### config.mk
export PLATFORM = sky130hd
export DESIGN_NAME = cei_comparator_ctrl
export DESIGN_NICKNAME = d
export VERILOG_FILES = /design/src/hdl/cei_edge_detect.v /design/src/hdl/cei_comparator_ctrl.v
export VERILOG_INCLUDE_DIRS = /design/src /design/src/hdl
export SDC_FILE = /design/constraint.sdc
export NUM_CORES = 1
export LEC_CHECK = 0
export BUFFER_PORTS_ARGS = -buffer_cell sky130_fd_sc_hd__clkbuf_2
export CAP_MARGIN = 30
export CORE_UTILIZATION = 44
export CTS_CLUSTER_DIAMETER = 40
export DETAILED_ROUTE_END_ITERATION = 12
export GPL_TIMING_DRIVEN = 0
export PLACE_DENSITY = 0.85
export SLEW_MARGIN = 5
export SYNTH_ARGS = -nofsm -noshare
export SYNTH_HDL_FRONTEND = slang
export SYNTH_HIERARCHICAL = 1
export SYNTH_SLANG_ARGS = --single-unit
### constraint.sdc
create_clock -name aclk -period 1.7 [get_ports aclk]
set_clock_uncertainty 0.1 [all_clocks]
set_input_delay 0 -clock aclk [delete_from_list [all_inputs] [get_ports aclk]]
set_output_delay 0 -clock aclk [all_outputs]
set_load 0.05 [all_outputs]
### src/hdl/cei_consts.vh
// constants for the comparator edge interrupt and input select block
// assumes an AXI4-Lite slave with 32-bit data and word-aligned registers
`ifndef CEI_CONSTS_VH
`define CEI_CONSTS_VH
`define CEI_ADDR_W 4
`define CEI_OFF_CTRL 4'h0
`define CEI_OFF_STATUS 4'h4
`define CEI_OFF_MASK 4'h8
`define CEI_OFF_RESULT 4'hc
`define CEI_CTRL_RESET 8'h00
`define CEI_CTRL_WMASK 8'hf3
`define CEI_BIT_RISE 7
`define CEI_BIT_FALL 6
`define CEI_PSEL_HI 5
`define CEI_PSEL_LO 4
`define CEI_NSEL_HI 1
`define CEI_NSEL_LO 0
`define CEI_PSEL_PIN 2'h0
`define CEI_PSEL_DAC 2'h1
`define CEI_PSEL_FVR 2'h2
`define CEI_PSEL_GND 2'h3
`define CEI_RESP_OKAY 2'h0
`define CEI_RESP_SLVERR 2'h2
`endif

### src/hdl/cei_edge_detect.v
// edge detector on the comparator result
// assumes comparator_result is synchronous to aclk
`timescale 1ns/1ns
module cei_edge_detect (
	input wire aclk,
	input wire aresetn,
	input wire level_in,
	output reg rise,
	output reg fall
);
reg last;
always @(posedge aclk) begin
	if (!aresetn) begin
		last <= 1'b0;
		rise <= 1'b0;
		fall <= 1'b0;
	end else begin
		last <= level_in;
		rise <= level_in & ~last;
		fall <= ~level_in & last;
	end
end
endmodule // cei_edge_detect

### src/hdl/cei_comparator_ctrl.v
// comparator control register, edge interrupt flag and input routing
// assumes an AXI4-Lite master on aclk and a synchronous comparator result
//
// The address map and register access over AXI4-Lite were left to the implementer.
`timescale 1ns/1ns
`include "cei_consts.vh"
module cei_comparator_ctrl (
	input wire aclk,
	input wire aresetn,
	input wire [`CEI_ADDR_W-1:0] s_axi_awaddr,
	input wire [2:0] s_axi_awprot,
	input wire s_axi_awvalid,
	output reg s_axi_awready,
	input wire [31:0] s_axi_wdata,
	input wire [3:0] s_axi_wstrb,
	input wire s_axi_wvalid,
	output reg s_axi_wready,
	output reg [1:0] s_axi_bresp,
	output reg s_axi_bvalid,
	input wire s_axi_bready,
	input wire [`CEI_ADDR_W-1:0] s_axi_araddr,
	input wire [2:0] s_axi_arprot,
	input wire s_axi_arvalid,
	output reg s_axi_arready,
	output reg [31:0] s_axi_rdata,
	output reg [1:0] s_axi_rresp,
	output reg s_axi_rvalid,
	input wire s_axi_rready,
	input wire comparator_result,
	output reg comparator_irq_flag,
	output reg irq,
	output reg plus_sel_pin,
	output reg plus_sel_dac,
	output reg plus_sel_fvr,
	output reg plus_sel_gnd,
	output reg [3:0] minus_sel_onehot
);
////////////////////////////////////////////////////////////////////////////
reg [7:0] ctrl;
reg [`CEI_ADDR_W-1:0] aw_addr;
reg [31:0] w_data;
reg [3:0] w_strb;
reg aw_held;
reg w_held;
reg [`CEI_ADDR_W-1:0] ar_addr;
reg ar_held;
reg status;
reg mask;
reg result_sync;
wire rise;
wire fall;
wire do_write;
wire flag_event;
wire clear_flag;
reg [7:0] next_ctrl;
reg next_status;
reg next_mask;

// decode of a 2-bit select into four one-hot lines
function [3:0] cei_dec2;
	input [1:0] code;
	begin
		cei_dec2 = 4'h1 << code;
	end
endfunction

cei_edge_detect u_edge (
	.aclk(aclk),
	.aresetn(aresetn),
	.level_in(comparator_result),
	.rise(rise),
	.fall(fall)
);

////////////////////////////////////////////////////////////////////////////
// write channel: address and data taken in either order
assign do_write = aw_held & w_held & ~s_axi_bvalid;

always @(posedge aclk) begin
	if (!aresetn) begin
		aw_held <= 1'b0;
		w_held <= 1'b0;
		aw_addr <= 4'h0;
		w_data <= 32'h00000000;
		w_strb <= 4'h0;
		s_axi_awready <= 1'b0;
		s_axi_wready <= 1'b0;
		s_axi_bvalid <= 1'b0;
		s_axi_bresp <= `CEI_RESP_OKAY;
	end else begin
		s_axi_awready <= 1'b0;
		s_axi_wready <= 1'b0;
		if (s_axi_awvalid & ~aw_held & ~s_axi_awready) begin
			s_axi_awready <= 1'b1;
			aw_held <= 1'b1;
			aw_addr <= s_axi_awaddr;
		end
		if (s_axi_wvalid & ~w_held & ~s_axi_wready) begin
			s_axi_wready <= 1'b1;
			w_held <= 1'b1;
			w_data <= s_axi_wdata;
			w_strb <= s_axi_wstrb;
		end
		if (do_write) begin
			aw_held <= 1'b0;
			w_held <= 1'b0;
			s_axi_bvalid <= 1'b1;
			case (aw_addr)
				`CEI_OFF_CTRL, `CEI_OFF_STATUS, `CEI_OFF_MASK,
				`CEI_OFF_RESULT: s_axi_bresp <= `CEI_RESP_OKAY;
				default: s_axi_bresp <= `CEI_RESP_SLVERR;
			endcase
		end else if (s_axi_bvalid & s_axi_bready) begin
			s_axi_bvalid <= 1'b0;
		end
	end
end

////////////////////////////////////////////////////////////////////////////
// register updates; a flag event outranks a write-one clear
assign clear_flag = do_write & (aw_addr == `CEI_OFF_STATUS) & w_strb[0] &
	w_data[0];
assign flag_event = (fall & ctrl[`CEI_BIT_FALL]) |
	(rise & ctrl[`CEI_BIT_RISE]);

always @* begin
	next_ctrl = ctrl;
	next_mask = mask;
	next_status = status;
	if (do_write & w_strb[0]) begin
		if (aw_addr == `CEI_OFF_CTRL)
			next_ctrl = w_data[7:0] & `CEI_CTRL_WMASK;
		if (aw_addr == `CEI_OFF_MASK)
			next_mask = w_data[0];
	end
	if (clear_flag)
		next_status = 1'b0;
	if (flag_event)
		next_status = 1'b1;
end

always @(posedge aclk) begin
	if (!aresetn) begin
		ctrl <= `CEI_CTRL_RESET;
		status <= 1'b0;
		mask <= 1'b0;
	end else begin
		ctrl <= next_ctrl;
		status <= next_status;
		mask <= next_mask;
	end
end

////////////////////////////////////////////////////////////////////////////
// read channel
always @(posedge aclk) begin
	if (!aresetn) begin
		ar_held <= 1'b0;
		ar_addr <= 4'h0;
		s_axi_arready <= 1'b0;
		s_axi_rvalid <= 1'b0;
		s_axi_rdata <= 32'h00000000;
		s_axi_rresp <= `CEI_RESP_OKAY;
		result_sync <= 1'b0;
	end else begin
		result_sync <= comparator_result;
		s_axi_arready <= 1'b0;
		if (s_axi_arvalid & ~ar_held & ~s_axi_arready & ~s_axi_rvalid) begin
			s_axi_arready <= 1'b1;
			ar_held <= 1'b1;
			ar_addr <= s_axi_araddr;
		end
		if (ar_held & ~s_axi_rvalid) begin
			ar_held <= 1'b0;
			s_axi_rvalid <= 1'b1;
			s_axi_rresp <= `CEI_RESP_OKAY;
			case (ar_addr)
				`CEI_OFF_CTRL: s_axi_rdata <= {24'h000000, ctrl};
				`CEI_OFF_STATUS: s_axi_rdata <= {31'h0, status};
				`CEI_OFF_MASK: s_axi_rdata <= {31'h0, mask};
				`CEI_OFF_RESULT: s_axi_rdata <= {31'h0, result_sync};
				default: begin
					s_axi_rdata <= 32'h00000000;
					s_axi_rresp <= `CEI_RESP_SLVERR;
				end
			endcase
		end else if (s_axi_rvalid & s_axi_rready) begin
			s_axi_rvalid <= 1'b0;
		end
	end
end

////////////////////////////////////////////////////////////////////////////
// routing outputs, registered so they follow ctrl by one cycle
always @(posedge aclk) begin
	if (!aresetn) begin
		comparator_irq_flag <= 1'b0;
		irq <= 1'b0;
		plus_sel_pin <= 1'b1;
		plus_sel_dac <= 1'b0;
		plus_sel_fvr <= 1'b0;
		plus_sel_gnd <= 1'b0;
		minus_sel_onehot <= 4'h1;
	end else begin
		comparator_irq_flag <= next_status;
		irq <= next_status & next_mask;
		plus_sel_pin <= (ctrl[5:4] == `CEI_PSEL_PIN);
		plus_sel_dac <= (ctrl[5:4] == `CEI_PSEL_DAC);
		plus_sel_fvr <= (ctrl[5:4] == `CEI_PSEL_FVR);
		plus_sel_gnd <= (ctrl[5:4] == `CEI_PSEL_GND);
		minus_sel_onehot <= cei_dec2(ctrl[`CEI_NSEL_HI:`CEI_NSEL_LO]);
	end
end
endmodule // cei_comparator_ctrl

==> results.py, run 1 <==
metrics = {
    "layout": {
        "final_cell_mix": "dfxtp_1 (52), clkbuf_2 (45), nor2_1 (31)",
        "final_layout_size_suffix_gt1_frac": 0.2913,
        "fin_nets": 366,
        "syn_to_final_growth_pct": 36.18,
        "layout_commonest_cell": "dfxtp_1",
        "fillers": 367,
        "antennaDiodeCount": 0,
    },
    "timing": {
        "setup_viol": 0,
        "slew_violations": 0,
        "hold_viol": 0,
        "max_freq_ghz": 0.6149,
        "timing.final.crit_period_ns": 1.626,
        "period_share": 0.9567,
        "rsz0062_at_grt": "false",
        "tightest_slew_ns": 0.6473,
        "tns_ns": 0,
        "slew_headroom": 0.5673,
    },
    "yosys": {
        "seq_area_frac_synth": 0.5076,
        "netlist_area_um2": 2051,
        "synth.area.top_cells": "dfxtp_1 (51%), mux2i_1 (11%), buf_4 (10%), nor2_1 (5.7%), nand2_1 (3.1%)",
        "async_reset_ff_frac": 0,
        "synth_cell_type_count": 34,
        "synthCells": 207,
        "syn_avg_cell_area_um2": 9.907,
        "synth-seq-cells": 52,
        "dominantRegCellSynth": "dfxtp_1",
        "synth_enable_flop_cells": 0,
        "yosys.area.top_type": "dfxtp_1",
        "synth_top_area_share": 0.5076,
        "ys.warnings.count": 6,
    },
    "routing": {
        "drtPass1Iterations": 5,
        "routedWlPerCell_um": 12.13,
        "drc_errors": 0,
        "postRouteAntennaNets": 0,
        "vias": 1670,
        "drt-total-wl_um": 4380,
        "vias_per_cell": 4.626,
        "initialDrtViolationCount": 122,
    },
    "global_routing": {
        "antenna_found_initial": 0,
        "overflow": 0,
        "grt_max_degree": 17,
        "grt_pass1_wl_um": 6527,
        "grt_pass1_vias": 1462,
        "grt.total_usage": 0.1692,
    },
    "power": {
        "power.density_nw_per_um2": 934.8,
        "p_sw_frac": 0.2818,
        "leakagePower_nw": 1.309,
        "power.total_mw": 2.611,
        "p_comb_frac": 0.182,
        "p_switching_mw": 0.7357,
        "clkPwrFrac": 0.315,
        "ir_drop_mv": 0.5996,
        "p_int_mw": 1.875,
        "seqPwrFrac": 0.503,
    },
    "critical_path": {
        "reg2reg_slack_ns": 0.07,
        "r2r_start": "aw_addr[3]$_SDFFE_PN0P_",
        "cp.arrival_ns": 1.76,
        "crit_type": "reg2reg",
        "crit_fanout": 6,
        "rr_endpoint": "ctrl[0]$_SDFFE_PN0P_",
        "crit_start": "aw_addr[3]$_SDFFE_PN0P_",
        "worst_setup_path_end_kind": "flop",
        "start_kind": "flop",
        "reg2reg_depth": 4,
        "worst_ep_required_time_ns": 1.83,
    },
    "clock_network": {
        "clk_pin_slew_ns": 0.09,
        "clock_latency_ns": 0.30,
        "cts.htree.levels": 2,
        "cts-root-buf": "clkbuf_8",
        "cts_buffers": 5,
        "cts.sinks": 52,
        "clockBufferDepth": 2,
        "cts_tree": "done",
    },
    "run_status": {
        "status": "completed",
    },
    "worst_hold_path": {
        "min_to": "s_axi_arready$_SDFF_PN0_",
        "hold_class": "in2reg",
        "min_from": "s_axi_arvalid",
        "hold_depth": 3,
    },
    "placement": {
        "port-buffer-count": 45,
        "routabilityCongestion": 0.7749,
        "dp_hpwl_um": 3115,
    },
    "run": {
        "drv_cap": 0,
    },
    "floorplan": {
        "die_x_um": 70.27,
        "die_height_um": 70.27,
        "design.core.area_um2": 4414,
        "start_util": 0.4646,
        "core.rowCount": 24,
        "ios": 109,
        "die_area_um2": 4938,
    },
}
[what timing repair did]
| action | 4_1_cts | 5_1_grt |
|---|---|---|
| resized for setup | 0 | 1 |
| hold endpoints to repair | 24 | 0 |
| buffers inserted | 0 | 1 |
| endpoints found under the setup margin | 0 | 10 |
| hold buffers | 21 | 0 |
[critical path, stage by stage (launching register included)]
cell and delay, ns:
dfxtp_1 0.34, or4b_4 0.56, nor3_4 0.23, buf_12 0.15, mux2i_1 0.18
[metal layers]
| metal | share of wire | track usage | vias to the layer above |
|---|---|---|---|
| li1 | - | - | 850 |
| met1 | 0.44 | 0.1989 | 749 |
| met2 | 0.49 | 0.2899 | 66 |
| met3 | 0.063 | 0.05051 | 5 |
| met4 | 0.0066 | 0.06000 | 0 |
| met5 | 0 | 0 | - |
[through the flow]
step | std cells | area [um^2] | hold WS [ns] | utilization | setup WS [ns]
5_1_grt | 361 | 2793 | 0.04630 | 0.6327 | 0.02414
4_1_cts | 360 | 2764 | 0.07898 | 0.6261 | 0.02628
2_1_floorplan | 234 | 2152 | 0.0001180 | - | 0.05212
3_3_place_gp | 331 | 2442 | 0.08850 | 0.5533 | 0.1125
6_report | 361 | 2793 | 0.02081 | 0.6327 | 0.07367
3_5_place_dp | 331 | 2442 | 0.09710 | 0.5533 | 0.04602
[power by group through the flow]
stage	clock (mW)	sequential (mW)	combinational [mW]
2_1_floorplan	0	1.37	0.315
3_3_place_gp	0	1.33	0.418
3_5_place_dp	0	1.34	0.425
4_1_cts	0.834	1.31	0.464
5_1_grt	0.893	1.32	0.505
6_report	0.822	1.31	0.476
[state kept, by name, summed over array words and instances (netlist names), 4 cells and up]
register / cells
ar_addr: 4
ctrl: 6
minus_sel_onehot: 4
w_data: 6
s_axi_rdata: 6
aw_addr: 4
[how the worst max path moves through the flow]
stage | to | cells after the start | slack [ns]
3_3_place_gp | ctrl[5]$_SDFFE_PN0P_ | 3 | 0.11
3_5_place_dp | ctrl[0]$_SDFFE_PN0P_ | 3 | 0.05
4_1_cts | ctrl[0]$_SDFFE_PN0P_ | 3 | 0.03
6_report | ctrl[0]$_SDFFE_PN0P_ | 4 | 0.07
2_1_floorplan | ar_addr[0]$_SDFFE_PN0P_ | 3 | 0.05
5_1_grt | ctrl[0]$_SDFFE_PN0P_ | 4 | 0.02
[cell families after synthesis]
kind of cell | after synthesis | share of synthesized area
AOI/OAI and AO/OA | 21 | 0.07260
buffers and inverters | 38 | 0.1214
DFF | 52 | 0.5076
muxes | 22 | 0.1074
other | 1 | 0.001829
and+or+nand+nor | 73 | 0.1891
[area by class of cell]
| class | instances | area [um^2] | area share |
|---|---|---|---|
| clock inverter | 3 | 42.54 | 0.01523 |
| sequential | 52 | 1041 | 0.3728 |
| buffer | 33 | 230.2 | 0.08244 |
| timing repair buffer | 67 | 455.4 | 0.1631 |
| tap | 52 | 65.06 | 0.02330 |
| multi-input combinational | 144 | 870.8 | 0.3118 |
| inverter | 5 | 18.77 | 0.006720 |
| clock buffer | 5 | 68.82 | 0.02464 |
[synth_stat cells, types with 2 or more instances]
cell type  count
nor3b_1        2
a32oi_1        5
and2_1         5
nor3_1         2
o21ai_0        2
nand2_1       17
dfxtp_1       52
a211oi_1       2
and3_1         2
buf_1          2
a21oi_1        6
inv_1          4
mux2i_1       22
and3b_1        3
nand2b_1       2
nor2_1        31
a22oi_1        2
buf_4         28
nor4b_2        2
clkbuf_1       2
No activity file was read; power rests on OpenSTA's default activity.
==> inputs of run 2 (changes only) <==
--- a/config.mk
+++ b/config.mk
@@ -8,7 +8,9 @@
 export LEC_CHECK = 0
 export BUFFER_PORTS_ARGS = -buffer_cell sky130_fd_sc_hd__clkbuf_2
 export CAP_MARGIN = 30
-export CORE_UTILIZATION = 44
+export CELL_PAD_IN_SITES_DETAIL_PLACEMENT = 0
+export CELL_PAD_IN_SITES_GLOBAL_PLACEMENT = 2
+export CORE_UTILIZATION = 25
 export CTS_CLUSTER_DIAMETER = 40
 export DETAILED_ROUTE_END_ITERATION = 12
 export GPL_TIMING_DRIVEN = 0
==> results.py, run 2 (synthesized netlist as in run 1, its figures left out) <==
metrics = {
    "clock_network": {
        "cts.htree.levels": 2,
        "cts.sinks": 52,
        "clockBufferDepth": 2,
        "cts-root-buf": "clkbuf_8",
        "clock_latency_ns": 0.30,
        "cts_tree": "done",
        "clk_pin_slew_ns": 0.09,
        "cts_buffers": 5,
    },
    "timing": {
        "timing.final.crit_period_ns": 1.557,
        "slew_violations": 0,
        "hold_viol": 0,
        "max_freq_ghz": 0.6424,
        "slew_headroom": 0.5256,
        "setup_viol": 0,
        "tns_ns": 0,
        "period_share": 0.9157,
        "rsz0062_at_grt": "false",
        "tightest_slew_ns": 0.7098,
    },
    "floorplan": {
        "core.rowCount": 32,
        "start_util": 0.2613,
        "design.core.area_um2": 7848,
        "die_height_um": 92.57,
        "ios": 109,
        "die_area_um2": 8569,
        "die_x_um": 92.57,
    },
    "critical_path": {
        "worst_setup_path_end_kind": "flop",
        "cp.arrival_ns": 1.69,
        "cpPeakStageDelay_ns": 0.56,
        "cp_slowest_cell": "or4b_4",
        "crit_fanout": 6,
        "start_kind": "flop",
        "reg2reg_slack_ns": 0.14,
        "worst_ep_required_time_ns": 1.83,
        "path_cells": "or4b_4, nor3_4, buf_12, mux2i_1",
        "crit_type": "reg2reg",
        "cp_num_buf_inv": 1,
        "path_delay_family": "simple AND/OR/NAND/NOR gates",
    },
    "global_routing": {
        "overflow": 0,
        "antenna_found_initial": 0,
        "grt_pass1_wl_um": 7348,
        "grt.total_usage": 0.1102,
        "grt_pass1_vias": 1544,
        "grt_max_degree": 16,
    },
    "placement": {
        "port-buffer-count": 45,
        "dp_hpwl_um": 3315,
        "routabilityCongestion": 0.7059,
        "placed_cells": 381,
        "placed_area_um2": 2505,
    },
    "layout": {
        "fin_nets": 366,
        "syn_to_final_growth_pct": 37.95,
        "fillers": 813,
        "reg_top3": "ctrl (6), s_axi_rdata (6), w_data (6)",
        "final_layout_size_suffix_gt1_frac": 0.2848,
        "final_cell_mix": "dfxtp_1 (52), clkbuf_2 (45), nor2_1 (31)",
        "layout_commonest_cell": "dfxtp_1",
        "antennaDiodeCount": 0,
        "fin_cells": 411,
        "final_cell_area_um2": 2829,
    },
    "power": {
        "leakagePower_nw": 1.294,
        "ir_drop_mv": 0.2934,
        "power.density_nw_per_um2": 871.8,
    },
    "routing": {
        "vias_per_cell": 4.036,
        "postRouteAntennaNets": 0,
        "vias": 1659,
        "drt-total-wl_um": 4494,
        "initialDrtViolationCount": 63,
        "drc_errors": 0,
        "drtPass1Iterations": 4,
        "routedWlPerCell_um": 10.93,
    },
    "run": {
        "drv_cap": 0,
    },
    "run_status": {
        "status": "completed",
    },
    "worst_hold_path": {
        "hold_class": "in2reg",
    },
}
## run 2: where the power goes
part | total [mW] | internal [mW] | switching, mW
Clock | 0.685 | 0.295 | 0.390
Sequential | 1.31 | 1.27 | 0.0443
Combinational | 0.471 | 0.173 | 0.297
## run 2: repair_timing
item / CTS / global route
setup buffers: 1 / 0
endpoints found under the hold margin: 23 / 0
hold buffers: 21 / 0
setup endpoints to repair: 1 / 4
pin swaps: 1 / 1
gates resized for setup: 0 / 1
## run 2: worst min-delay path, cell delays in order
cell and delay, ns:
clkbuf_2 0.08, nor4b_4 0.15, and2_1 0.15
## run 2: path summary, 6_finish.rpt
| path | from | endpoint | depth (start not counted) |
|---|---|---|---|
| min | s_axi_arvalid | s_axi_arready$_SDFF_PN0_ | 3 |
| min reg2reg | s_axi_rresp[1]$_SDFFE_PN0P_ | s_axi_rresp[1]$_SDFFE_PN0P_ | 2 |
| max | aw_addr[3]$_SDFFE_PN0P_ | ctrl[4]$_SDFFE_PN0P_ | 4 |
| max reg2reg | aw_addr[3]$_SDFFE_PN0P_ | ctrl[4]$_SDFFE_PN0P_ | 4 |
## run 2: area by class of cell
class	instances	area (um^2)	area share
plain buffers	33	230.2	0.08138
clock buffers	7	76.32	0.02698
clock inverters	1	8.758	0.003096
inverters	5	18.77	0.006634
multi-input cells	144	870.8	0.3078
flip-flops and latches	52	1041	0.3680
well taps	102	127.6	0.04511
repair buffers	67	455.4	0.1610
## run 2: metal layers
layer / global-route usage / vias to the layer above / wire length, um
li1: - / 852 / -
met1: 0.1346 / 753 / 2070
met2: 0.1852 / 47 / 2115
met3: 0.02217 / 7 / 221
met4: 0.05078 / 0 / 86
met5: 0 / - / 0
## run 2: per-stage QoR
step / hold slack [ns] / util / total power [mW] / setup slack [ns]
final: 0.01440 / 0.3605 / 2.466 / 0.1434
after global routing: 0.006207 / 0.3605 / 2.591 / 0.01903
after CTS: 0.06242 / 0.3594 / 2.487 / 0.06585
after detailed placement: 0.09022 / 0.3192 / 1.767 / 0.02544
after global placement: 0.09204 / 0.3192 / 1.763 / 0.07023
after floorplan: 0.0001180 / - / 1.684 / 0.05212
==> inputs of run 3 (changes only) <==
--- a/config.mk
+++ b/config.mk
@@ -10,6 +10,7 @@
 export CAP_MARGIN = 30
 export CELL_PAD_IN_SITES_DETAIL_PLACEMENT = 0
 export CELL_PAD_IN_SITES_GLOBAL_PLACEMENT = 2
+export CORE_ASPECT_RATIO = 1.4
 export CORE_UTILIZATION = 25
 export CTS_CLUSTER_DIAMETER = 40
 export DETAILED_ROUTE_END_ITERATION = 12
==> results.py, run 3 (synthesized netlist as in run 1, its figures left out) <==
metrics = {
    "clock_network": {
        "clock_latency_ns": 0.30,
        "cts.htree.levels": 2,
        "cts_tree": "done",
        "cts_buffers": 5,
        "clk_pin_slew_ns": 0.09,
        "cts-root-buf": "clkbuf_8",
        "clockBufferDepth": 2,
        "cts.sinks": 52,
    },
    "floorplan": {
        "start_util": 0.2614,
        "die_height_um": 109.2,
        "core.rowCount": 38,
        "design.core.area_um2": 7845,
        "die_area_um2": 8574,
        "die_x_um": 78.55,
        "ios": 109,
    },
    "critical_path": {
        "reg2reg_depth": 4,
        "rr_endpoint": "ctrl[0]$_SDFFE_PN0P_",
        "r2r_start": "aw_addr[3]$_SDFFE_PN0P_",
        "start_kind": "flop",
        "worst_ep_required_time_ns": 1.83,
        "crit_type": "reg2reg",
        "cp.arrival_ns": 1.76,
        "worst_setup_path_end_kind": "flop",
        "worstSetupEndpoint": "ctrl[0]$_SDFFE_PN0P_",
        "reg2reg_slack_ns": 0.06,
        "crit_start": "aw_addr[3]$_SDFFE_PN0P_",
        "crit_fanout": 6,
    },
    "global_routing": {
        "grt_pass1_wl_um": 7286,
        "grt.total_usage": 0.1129,
        "antenna_found_initial": 0,
        "grt_pass1_vias": 1559,
        "grt_max_degree": 16,
        "overflow": 0,
    },
    "routing": {
        "postRouteAntennaNets": 0,
        "routedWlPerCell_um": 11.15,
        "drc_errors": 0,
        "drtPass1Iterations": 4,
        "drt-total-wl_um": 4560,
        "initialDrtViolationCount": 71,
        "vias_per_cell": 4.002,
        "vias": 1637,
    },
    "placement": {
        "port-buffer-count": 45,
        "routabilityCongestion": 0.6887,
        "placed_cells": 379,
        "dp_hpwl_um": 3396,
    },
    "timing": {
        "period_share": 0.9627,
        "tns_ns": 0,
        "tightest_slew_ns": 0.7029,
        "hold_viol": 0,
        "max_freq_ghz": 0.6110,
        "setup_viol": 0,
        "slew_violations": 0,
        "timing.final.crit_period_ns": 1.637,
        "rsz0062_at_grt": "false",
        "slew_headroom": 0.5302,
    },
    "layout": {
        "final_cell_mix": "dfxtp_1 (52), clkbuf_2 (45), nor2_1 (31)",
        "syn_to_final_growth_pct": 38.93,
        "reg_top3": "ctrl (6), s_axi_rdata (6), w_data (6)",
        "finish.utilization": 0.3632,
        "layout_commonest_cell": "dfxtp_1",
        "fin_nets": 366,
        "final_layout_size_suffix_gt1_frac": 0.2880,
        "fin_cells": 409,
        "antennaDiodeCount": 0,
    },
    "power": {
        "power.density_nw_per_um2": 916.8,
        "ir_drop_mv": 0.5014,
        "leakagePower_nw": 1.310,
    },
    "run_status": {
        "status": "completed",
    },
    "worst_hold_path": {
        "hold_class": "in2reg",
        "min_from": "s_axi_arvalid",
    },
    "run": {
        "drv_cap": 0,
    },
}
==> run 3: changes by cell type in the layout (fill, tap and decap cells not counted), sizes merged <==
cell	previous run	this run
bufinv	0	1
clkbuf	54	53
==> run 3: area by class of cell <==
class | count | area [um^2]
fillers | 824 | 4996
flip-flops and latches | 52 | 1041
multi-input cells | 144 | 870.8
repair buffers | 67 | 455.4
plain buffers | 33 | 230.2
well taps | 100 | 125.1
clock buffers | 6 | 72.57
clock inverters | 2 | 35.03
inverters | 5 | 18.77
==> run 3: worst min-delay path by stage <==
stage	end	cells past startpoint
after floorplan	s_axi_rvalid$_SDFFE_PN0P_	1
after global placement	s_axi_rvalid$_SDFFE_PN0P_	2
after detailed placement	s_axi_rvalid$_SDFFE_PN0P_	2
after CTS	s_axi_arready$_SDFF_PN0_	3
after global routing	s_axi_arready$_SDFF_PN0_	3
final	s_axi_arready$_SDFF_PN0_	3
==> run 3: per-layer routing <==
layer | up-vias | share of wire | track usage
met2 | 53 | 0.51 | 0.2031
met1 | 731 | 0.42 | 0.1288
met3 | 6 | 0.057 | 0.03180
met4 | 0 | 0.013 | 0.03175
li1 | 847 | - | -
met5 | - | 0 | 0
==> run 3: report_power, final <==
part           internal [mW]  switching (mW)  total [mW]
clock network          0.437           0.395       0.833
registers               1.27          0.0440        1.31
logic                  0.173           0.295       0.469
total                   1.88           0.735        2.61
==> run 3: critical path: stages, from the launching register on <==
cell and delay [ns]:
dfxtp_1 0.33, or4b_4 0.56, nor3_4 0.24, buf_12 0.15, mux2i_1 0.17
==> run 3: what timing repair did <==
item                                    4_1_cts  5_1_grt
gates resized for setup                       0        1
hold buffers                                 21        0
setup buffers                                 0        1
endpoints found under the setup margin        0        8
hold endpoints to repair                     25        0
==> run 3: through the flow <==
stage / cell area [um^2] / power (mW) / hold WS (ns) / worst slack, ns
2_1_floorplan: 2152 / 1.684 / 0.0001180 / 0.05212
3_3_place_gp: 2502 / 1.762 / 0.09483 / 0.1029
3_5_place_dp: 2502 / 1.768 / 0.1032 / 0.08465
4_1_cts: 2820 / 2.634 / 0.07764 / 0.05097
5_1_grt: 2849 / 2.755 / 0.02637 / 0.0007193
6_report: 2849 / 2.612 / 0.01787 / 0.06345
